### src/iob_pkg.sv
`default_nettype none
package iob_pkg;
	// ********************************************************************
	// Widths and operand ranges
	// ********************************************************************
	localparam int IOB_DATA_W = 8;
	localparam int IOB_FADDR_W = 7;
	localparam int IOB_PC_W = 15;
	localparam int IOB_BRLIT_W = 11;
	localparam int IOB_LATCH_W = 7;
	// Latch field that feeds the upper program counter bits
	localparam int IOB_LATCH_HI = 6;
	localparam int IOB_LATCH_LO = 3;
	localparam logic IOB_DEST_W = 1'b0;
	localparam logic IOB_DEST_F = 1'b1;
	localparam logic [7:0] IOB_ZERO = 8'h00;
	localparam logic [7:0] IOB_ONE = 8'h01;
	localparam logic [14:0] IOB_PC_RST = 15'h0000;

	// ********************************************************************
	// Operation select, one-hot
	// ********************************************************************
	typedef enum logic [5:0] {
		IOB_OP_INCSZ = 6'h01,
		IOB_OP_INC = 6'h02,
		IOB_OP_BRANCH = 6'h04,
		IOB_OP_ORLIT = 6'h08,
		IOB_OP_ORFILE = 6'h10,
		IOB_OP_LSL = 6'h20
	} iob_op_e;

	// ********************************************************************
	// Sequencer states, one-hot
	// ********************************************************************
	typedef enum logic [1:0] {
		IOB_ST_RUN = 2'h1,
		IOB_ST_BUBBLE = 2'h2
	} iob_state_e;

	// Instruction request from the decoder
	typedef struct packed {
		logic valid;
		iob_op_e op;
		logic dest;
		logic [6:0] faddr;
		logic [10:0] lit;
	} iob_req_s;

	// Whole state of the block
	typedef struct packed {
		iob_state_e st;
		logic [7:0] accum;
		logic zero;
		logic carry;
		logic [14:0] pc;
		logic fwr;
		logic [6:0] fwaddr;
		logic [7:0] fwdata;
		logic squash;
	} iob_state_s;
endpackage
`default_nettype wire
### src/iob_core.sv
`timescale 1ns/1ps
`default_nettype none
// Summary of operation
// - Seven-bit file address; dest 0 writes accumulator, dest 1 writes file register.
// - Increment-skip adds one, stores at destination, leaves all flags alone.
// - Increment-skip with zero result squashes the next instruction, two cycles.
// - Plain increment adds one, stores at destination, updates zero only.
// - Branch loads its 11-bit literal into program counter bits 10:0.
// - Branch fills program counter bits 14:11 from latch bits 6:3.
// - Branch takes two cycles and leaves all flags alone.
// - OR-literal ORs accumulator with 8-bit literal into accumulator, updates zero.
// - OR-file ORs accumulator with file register into destination, updates zero.
// - Left shift: bit 7 to carry, 6:0 to 7:1, zero into bit 0.
module iob_core
	import iob_pkg::*;
(
	// Clock and reset
	input wire logic clk_sys,
	input wire logic reset_n,
	// Decoder request
	input wire iob_req_s req,
	input wire logic [IOB_DATA_W-1:0] fdata,
	input wire logic [IOB_LATCH_W-1:0] latch,
	// Decoder handshake
	output logic req_ready,
	// Architectural state
	output logic [IOB_DATA_W-1:0] accum,
	output logic zero_flag,
	output logic carry_flag,
	output logic [IOB_PC_W-1:0] pc,
	// File register write port
	output logic fwr_en,
	output logic [IOB_FADDR_W-1:0] fwr_addr,
	output logic [IOB_DATA_W-1:0] fwr_data,
	// Marks a cycle spent as a no-operation
	output logic nop_cycle
);
	iob_state_s s_r, s_nxt;
	logic [IOB_DATA_W-1:0] res;
	logic res_zero;
	logic take;

	// ********************************************************************
	// Next state
	// ********************************************************************
	// Requests are refused while a bubble cycle is being spent
	assign req_ready = (s_r.st == IOB_ST_RUN);
	assign take = req.valid && req_ready;

	// Result, flags, destination and sequencing for one instruction
	always_comb begin
		s_nxt = s_r;
		s_nxt.fwr = 1'b0;
		s_nxt.squash = 1'b0;
		res = IOB_ZERO;
		unique case (req.op)
			IOB_OP_INCSZ, IOB_OP_INC: res = fdata + IOB_ONE;
			IOB_OP_ORLIT: res = s_r.accum | req.lit[IOB_DATA_W-1:0];
			IOB_OP_ORFILE: res = s_r.accum | fdata;
			IOB_OP_LSL: res = {fdata[IOB_DATA_W-2:0], 1'b0};
			IOB_OP_BRANCH: res = IOB_ZERO;
			default: res = IOB_ZERO;
		endcase
		// One zero test serves every flag-setting operation
		res_zero = (res == IOB_ZERO);
		unique case (s_r.st)
			IOB_ST_RUN: begin
				if (take) begin
					// Each taken instruction moves the fetch address on by one; a branch loads its target instead
					s_nxt.pc = s_r.pc + 15'h0001;
					if (req.op == IOB_OP_BRANCH) begin
						s_nxt.pc = {latch[IOB_LATCH_HI:IOB_LATCH_LO], req.lit};
						s_nxt.st = IOB_ST_BUBBLE;
					end else if (req.op == IOB_OP_ORLIT) begin
						s_nxt.accum = res;
						s_nxt.zero = res_zero;
					end else begin
						if (req.dest == IOB_DEST_W) begin
							s_nxt.accum = res;
						end else begin
							s_nxt.fwr = 1'b1;
							s_nxt.fwaddr = req.faddr;
							s_nxt.fwdata = res;
						end
						if (req.op != IOB_OP_INCSZ) begin
							s_nxt.zero = res_zero;
						end
						if (req.op == IOB_OP_LSL) begin
							s_nxt.carry = fdata[IOB_DATA_W-1];
						end
						if (req.op == IOB_OP_INCSZ && res_zero) begin
							s_nxt.st = IOB_ST_BUBBLE;
							s_nxt.squash = 1'b1;
						end
					end
				end
			end
			IOB_ST_BUBBLE: begin
				// Fetched instruction discarded; advance past it unless branching
				s_nxt.st = IOB_ST_RUN;
				if (s_r.squash) begin
					s_nxt.pc = s_r.pc + 15'h0001;
				end
			end
		endcase
	end

	// ********************************************************************
	// State register
	// ********************************************************************
	always_ff @(posedge clk_sys) begin
		if (!reset_n) begin
			s_r <= '{st: IOB_ST_RUN, accum: IOB_ZERO, zero: 1'b0, carry: 1'b0, pc: IOB_PC_RST,
				fwr: 1'b0, fwaddr: 7'h00, fwdata: IOB_ZERO, squash: 1'b0};
		end else begin
			s_r <= s_nxt;
		end
	end

	// Outputs straight from state
	assign accum = s_r.accum;
	assign zero_flag = s_r.zero;
	assign carry_flag = s_r.carry;
	assign pc = s_r.pc;
	assign fwr_en = s_r.fwr;
	assign fwr_addr = s_r.fwaddr;
	assign fwr_data = s_r.fwdata;
	assign nop_cycle = (s_r.st == IOB_ST_BUBBLE);

	// ********************************************************************
	// Checks
	// ********************************************************************
	incsz_flags_a: assert property (@(posedge clk_sys) disable iff (!reset_n)
		take && req.op == IOB_OP_INCSZ |=> $stable(zero_flag) && $stable(carry_flag))
		else $error("increment-skip changed a flag");
	incsz_skip_a: assert property (@(posedge clk_sys) disable iff (!reset_n)
		take && req.op == IOB_OP_INCSZ && fdata == 8'hff |=> nop_cycle ##1 !nop_cycle)
		else $error("increment-skip to zero did not squash one cycle");
	incsz_noskip_a: assert property (@(posedge clk_sys) disable iff (!reset_n)
		take && req.op == IOB_OP_INCSZ && fdata != 8'hff |=> !nop_cycle)
		else $error("increment-skip skipped on nonzero");
	inc_dest_a: assert property (@(posedge clk_sys) disable iff (!reset_n)
		take && req.op == IOB_OP_INC && req.dest |=> fwr_en && fwr_data == $past(fdata) + 8'h01)
		else $error("increment to file wrong");
	branch_pc_a: assert property (@(posedge clk_sys) disable iff (!reset_n)
		take && req.op == IOB_OP_BRANCH |=> pc == {$past(latch[6:3]), $past(req.lit)})
		else $error("branch target wrong");
	branch_two_a: assert property (@(posedge clk_sys) disable iff (!reset_n)
		take && req.op == IOB_OP_BRANCH |=> !req_ready && $stable(zero_flag) ##1 req_ready)
		else $error("branch not two cycles");
	orlit_acc_a: assert property (@(posedge clk_sys) disable iff (!reset_n)
		take && req.op == IOB_OP_ORLIT |=> accum == ($past(accum) | $past(req.lit[7:0])))
		else $error("or-literal result wrong");
	orfile_zero_a: assert property (@(posedge clk_sys) disable iff (!reset_n)
		take && req.op == IOB_OP_ORFILE |=> zero_flag == (($past(accum) | $past(fdata)) == 8'h00))
		else $error("or-file zero flag wrong");
	lsl_carry_a: assert property (@(posedge clk_sys) disable iff (!reset_n)
		take && req.op == IOB_OP_LSL && !req.dest |=> carry_flag == $past(fdata[7]) && accum[0] == 1'b0)
		else $error("left shift wrong");

	// ********************************************************************
	// Checks on destination and stored value
	// ********************************************************************
	// Increment-skip stores its sum at the chosen destination
	incsz_store_a: assert property (@(posedge clk_sys) disable iff (!reset_n)
		take && req.op == IOB_OP_INCSZ && req.dest |=> fwr_en && fwr_data == $past(fdata) + 8'h01)
		else $error("increment-skip store wrong");
	incsz_acc_a: assert property (@(posedge clk_sys) disable iff (!reset_n)
		take && req.op == IOB_OP_INCSZ && !req.dest |=> !fwr_en && accum == $past(fdata) + 8'h01)
		else $error("increment-skip to accumulator wrong");
	// A file write goes to the address that the instruction names
	write_addr_a: assert property (@(posedge clk_sys) disable iff (!reset_n)
		take && req.dest && req.op != IOB_OP_BRANCH && req.op != IOB_OP_ORLIT
		|=> fwr_en && fwr_addr == $past(req.faddr))
		else $error("file write address wrong");
	// Accumulator destinations, branches and or-literal never touch the file
	no_write_a: assert property (@(posedge clk_sys) disable iff (!reset_n)
		take && (!req.dest || req.op == IOB_OP_BRANCH || req.op == IOB_OP_ORLIT) |=> !fwr_en)
		else $error("file write without file destination");
	// Or-file into the file leaves the accumulator as it was
	orfile_dest_a: assert property (@(posedge clk_sys) disable iff (!reset_n)
		take && req.op == IOB_OP_ORFILE && req.dest
		|=> fwr_data == ($past(accum) | $past(fdata)) && $stable(accum))
		else $error("or-file store wrong");
	// Shift into the file: data moved up one place, top bit into carry
	lsl_data_a: assert property (@(posedge clk_sys) disable iff (!reset_n)
		take && req.op == IOB_OP_LSL && req.dest
		|=> fwr_data == {$past(fdata[6:0]), 1'b0} && carry_flag == $past(fdata[7]))
		else $error("left shift store wrong");

	// ********************************************************************
	// Checks on flags
	// ********************************************************************
	// Plain increment: zero follows the sum, carry is left alone
	inc_zero_a: assert property (@(posedge clk_sys) disable iff (!reset_n)
		take && req.op == IOB_OP_INC |=> zero_flag == (($past(fdata) + 8'h01) == 8'h00))
		else $error("increment zero flag wrong");
	inc_carry_a: assert property (@(posedge clk_sys) disable iff (!reset_n)
		take && req.op == IOB_OP_INC |=> $stable(carry_flag))
		else $error("increment changed carry");
	// Or-literal: zero follows the new accumulator
	orlit_zero_a: assert property (@(posedge clk_sys) disable iff (!reset_n)
		take && req.op == IOB_OP_ORLIT |=> zero_flag == (accum == 8'h00))
		else $error("or-literal zero flag wrong");
	// Or-file never touches carry
	orfile_carry_a: assert property (@(posedge clk_sys) disable iff (!reset_n)
		take && req.op == IOB_OP_ORFILE |=> $stable(carry_flag))
		else $error("or-file changed carry");
	// Shift: zero follows the seven bits that stay in the result
	lsl_zero_a: assert property (@(posedge clk_sys) disable iff (!reset_n)
		take && req.op == IOB_OP_LSL |=> zero_flag == ($past(fdata[6:0]) == 7'h00))
		else $error("left shift zero flag wrong");

	// ********************************************************************
	// Checks on sequencing
	// ********************************************************************
	// Branch leaves flags, accumulator and file untouched
	branch_quiet_a: assert property (@(posedge clk_sys) disable iff (!reset_n)
		take && req.op == IOB_OP_BRANCH
		|=> $stable(zero_flag) && $stable(carry_flag) && $stable(accum) && !fwr_en)
		else $error("branch changed state");
	// Upper target bits come from the latch and hold through the bubble
	branch_hi_a: assert property (@(posedge clk_sys) disable iff (!reset_n)
		take && req.op == IOB_OP_BRANCH |=> pc[14:11] == $past(latch[6:3]) ##1 $stable(pc))
		else $error("branch upper target wrong");
	// A skip moves the fetch address on twice
	skip_pc_a: assert property (@(posedge clk_sys) disable iff (!reset_n)
		take && req.op == IOB_OP_INCSZ && fdata == 8'hff |=> ##1 pc == $past(pc, 2) + 15'h0002)
		else $error("skip did not pass the next instruction");
	// Anything but a skip or a branch moves it on once and is ready again at once
	pc_step_a: assert property (@(posedge clk_sys) disable iff (!reset_n)
		take && req.op != IOB_OP_BRANCH && !(req.op == IOB_OP_INCSZ && fdata == 8'hff)
		|=> pc == $past(pc) + 15'h0001 && req_ready)
		else $error("fetch address step wrong");
	// A bubble never lasts more than one cycle
	nop_once_a: assert property (@(posedge clk_sys) disable iff (!reset_n)
		nop_cycle |=> !nop_cycle)
		else $error("bubble longer than one cycle");
	// Reset clears the whole state
	reset_state_a: assert property (@(posedge clk_sys)
		!reset_n |=> pc == IOB_PC_RST && accum == IOB_ZERO && !zero_flag && !carry_flag && !fwr_en && !nop_cycle)
		else $error("state not cleared by reset");
endmodule
`default_nettype wire

### config.mk
export PLATFORM = sky130hd
export DESIGN_NAME = iob_core
export DESIGN_NICKNAME = d
export VERILOG_FILES = /design/src/iob_pkg.sv /design/src/iob_core.sv
export SDC_FILE = /design/constraint.sdc
export NUM_CORES = 1
export LEC_CHECK = 0
export BUFFER_PORTS_ARGS = -buffer_cell sky130_fd_sc_hd__buf_2
export CORE_MARGIN = 2
export CORE_UTILIZATION = 47
export DETAILED_ROUTE_END_ITERATION = 16
export PLACE_DENSITY = 0.77
export SYNTH_ARGS = -nofsm -noshare
export SYNTH_HDL_FRONTEND = slang
export SYNTH_SLANG_ARGS = --single-unit
export TNS_END_PERCENT = 30
### constraint.sdc
create_clock -name clk_sys -period 1.51 [get_ports clk_sys]
set_input_delay 0 -clock clk_sys [delete_from_list [all_inputs] [get_ports clk_sys]]
set_output_delay 0 -clock clk_sys [all_outputs]
set_load 0.01 [all_outputs]
==> flow_metrics.tcl <==
set metrics [dict create \
    status "finished, violations left" \
    failed_checks "negative setup slack" \
    synthesis.area_per_instance_um2 7.68 \
    place_hpwl_um 6280 \
    timing.critical_path.slowest_cell_delay_ps 370 \
    critical_path_arrival_ps 1910 \
    cts_max_level 2 \
    core_area_mm2 0.00599 \
    final_nets 531 \
    timing_hold_violations_final 0 \
    start_kind "flop" \
    layout_setup_ws_ps -148 \
    final_cell_area_mm2 0.00404 \
    die_y_um 83.0 \
    critPathCaptureType "flop" \
    finalCriticalPeriod_ps 1660 \
    avgRoutedWirePerCell_um 16.4 \
    tritoncts.num_buffers 5 \
    register_bit_count_reported_by_yosys 44 \
    die-area_mm2 0.00689 \
    cts.sink_count 44 \
    report.final.slew_viol_count 0 \
    drive_gt1_share_pct 44.1 \
    layout_worst_path_cycle_share_pct 110 \
    routed_wl_um 9210 \
    first_pass_iters 5 \
    syn-num-nets 427 \
    initial_core_utilization_pct 49.0 \
    synth_enable_flop_cells 0 \
    io_pins 86 \
    placedInstanceArea_mm2 0.00358 \
    peakVddDrop_mv 0.475 \
    criticalPathCategory "flop to flop" \
    timing.hold.ws_ps 10.8 \
    place_worst_setup_slack_ps -255 \
    layout_commonest_cell "sky130_fd_sc_hd__buf_2" \
    maxCapViolCount 0 \
    synth_cell_types 49 \
    final.setup_skew_ps 14.8 \
    cp_slowest_cell "sky130_fd_sc_hd__dfxtp_2" \
    final.fill_count 491 \
    drc 0 \
    gpl.final_weighted_congestion 0.931 \
    grt_antenna_before_repair 1 \
    layout.cells.most_common_list "sky130_fd_sc_hd__buf_2 (82), sky130_fd_sc_hd__buf_4 (61), sky130_fd_sc_hd__nand2_1 (52)" \
    synthesis.instances 382 \
    gr-usage-all-layers_pct 24.5 \
    cts.path.max_buffers 2 \
    worstSkewPairLatency_ps 300 \
    via_count 3208 \
    total_area_of_sequential_cells_um2 905 \
    first_pass_grt_wire_length_um 14100 \
    grt_max_degree 44 \
    fmax_ghz 0.603 \
    critical_path_peak_fanout 6 \
    maxSlewHeadroom_pct 70.6 \
    ys_seq_area_share_pct 30.0 \
    fp-row-count 28 \
    cts_root_buffer_type "sky130_fd_sc_hd__clkbuf_8" \
    vias_in_the_first_global_route 2915 \
    critical_path_cell_list "buf_4, and3_4, and2_4, nand2_1, xor2_1, a211oi_1, o221a_2" \
    worstHoldPathType "input pin to flop" \
    antenna_left 0 \
    areaGrowthSynthToFinish_pct 37.8 \
    worstMarginPinSlew_ps 438 \
    setup_viol 6 \
    fin_total_pwr_uw 2800 \
    vias_per_cell 5.70 \
    placedCellCount 540 \
    cellPowerDensity_mw_per_mm2 692 \
    synth_top_flop_cell "sky130_fd_sc_hd__dfxtp_1" \
    area_occupied_by_multi_input_gates_mm2 0.00193 \
    grt_setup_unrepaired "true" \
    cellLeakagePower_uw 0.00189 \
    cts_tree "yes" \
    detail_route.iter0.violations 216 \
    cp_data_required_time_ps 1760 \
    yosys_warnings 0 \
    overflow 0 \
    syn_area_mm2 0.00293 \
    synth_async_sr_flop_share_pct 0 \
    cts.clk_slew.worst_paths_ps 90 \
    buffer_ports.inserted 82 \
    final_cell_count_no_fill 563 \
    die_width_um 83.0 \
]
area by class of cell:
cell class / count / share of cell area (%)
flip-flops and latches: 44 / 22.4
clock buffers: 6 / 1.79
clock inverters: 2 / 0.866
inverters: 6 / 0.619
repair buffers: 154 / 24.3
diodes: 1 / 0.0619
well taps: 75 / 2.32
multi-input cells: 275 / 47.7
flip-flops by register name, indices dropped and copies added (netlist names):
| signal | cells |
|---|---|
| zero_flag | 1 |
| s_r | 3 |
| fwr_en | 1 |
| fwr_addr | 7 |
| accum | 8 |
| carry_flag | 1 |
| fwr_data | 8 |
| pc | 15 |
cell usage after synthesis (2+ instances only):
cell type                   n  area (um2)
sky130_fd_sc_hd__o211ai_1   4        30.0
sky130_fd_sc_hd__a211oi_1   7        52.6
sky130_fd_sc_hd__nand3_1   18        90.1
sky130_fd_sc_hd__or3_1      2        12.5
sky130_fd_sc_hd__a21oi_1   18        90.1
sky130_fd_sc_hd__inv_1      5        18.8
sky130_fd_sc_hd__a221oi_1   6        52.6
sky130_fd_sc_hd__a21boi_0   2        15.0
sky130_fd_sc_hd__xnor2_1    6        52.6
sky130_fd_sc_hd__nand4_1    3        18.8
sky130_fd_sc_hd__nor2_1    32         120
sky130_fd_sc_hd__a22o_1     3        26.3
sky130_fd_sc_hd__and3b_1    3        26.3
sky130_fd_sc_hd__xor2_1     8        70.1
sky130_fd_sc_hd__nor3_1     7        35.0
sky130_fd_sc_hd__nand2b_1   4        25.0
sky130_fd_sc_hd__o221a_2    3        33.8
sky130_fd_sc_hd__nor4_1     3        18.8
sky130_fd_sc_hd__o21ai_0   21         105
sky130_fd_sc_hd__dfxtp_1   44         881
sky130_fd_sc_hd__nor2b_1    7        43.8
sky130_fd_sc_hd__and2_1     7        43.8
sky130_fd_sc_hd__nor4_2     2        25.0
sky130_fd_sc_hd__mux2i_1    4        40.0
sky130_fd_sc_hd__buf_2      6        30.0
sky130_fd_sc_hd__and3_1     5        31.3
sky130_fd_sc_hd__o31ai_1    3        22.5
sky130_fd_sc_hd__a21boi_1   8        60.1
sky130_fd_sc_hd__buf_4     39         293
sky130_fd_sc_hd__clkbuf_1  12        45.0
sky130_fd_sc_hd__o211a_1   11         110
sky130_fd_sc_hd__nor3b_1    5        37.5
sky130_fd_sc_hd__nand2_1   56         210
sky130_fd_sc_hd__ha_1       2        25.0
sky130_fd_sc_hd__a31oi_1    2        12.5
logic make-up (layout without fill, tap and decap cells):
family / Yosys count / count (layout) / synth area share [%]
multiplexers: 4 / 4 / 1.36
adder cells (fa/ha/maj): 2 / 2 / 0.853
AO/OA/AOI/OAI: 97 / 98 / 23.4
buffers and inverters: 64 / 168 / 13.7
flip-flops: 44 / 44 / 30.0
other: 0 / 1 / 0
XOR/XNOR: 14 / 14 / 4.18
AND/OR/NAND/NOR: 157 / 157 / 26.5
per-layer routing:
layer | wire, um | vias up | track usage [%]
met5 | 0 | - | 0
met2 | 4430 | 168 | 39.6
met4 | 200 | 0 | 6.26
li1 | - | 1529 | -
met3 | 701 | 22 | 4.77
met1 | 3880 | 1489 | 33.5
what timing repair did:
action	CTS	global route
pin swaps	8	11
setup endpoints to repair	12	35
cloned	1	0
resized for setup	13	52
buffers inserted	1	3
hold buffers	9	0
endpoints found under the hold margin	9	0
critical path: cells and delay by family (launching register included):
family / cells / cell delay (ps)
flip-flops: 1 / 370
AND/OR/NAND/NOR: 3 / 410
buffers and inverters: 1 / 160
AO/OA/AOI/OAI: 2 / 490
XOR/XNOR: 1 / 170
path summary, 6_finish.rpt:
check	slack [ps]	to	from	depth (start not counted)
min reg2reg	450	fwr_addr[0]$_SDFFE_PN0P_	fwr_addr[0]$_SDFFE_PN0P_	2
max	-150	pc[6]$_SDFFE_PN0P_	pc[2]$_SDFFE_PN0P_	7
max reg2reg	-150	pc[6]$_SDFFE_PN0P_	pc[2]$_SDFFE_PN0P_	7
min	10	carry_flag$_SDFFE_PN0P_	fdata[7]	3
power breakdown:
| part | leakage (uW) | total [uW] | internal (uW) | switching, uW |
|---|---|---|---|---|
| logic | 0.00147 | 640 | 300 | 340 |
| clock network | 0.0000552 | 917 | 492 | 425 |
| registers | 0.000364 | 1240 | 1210 | 36.0 |
stage by stage:
stage / setup TNS [ps] / util [%]
6_report: -283 / 67.5
5_1_grt: -1050 / 67.5
4_1_cts: -43.2 / 64.0
3_5_place_dp: -1930 / 59.7
3_3_place_gp: -875 / 59.7
2_1_floorplan: -301 / -
Note: power is estimated with default switching activity, not from simulation.
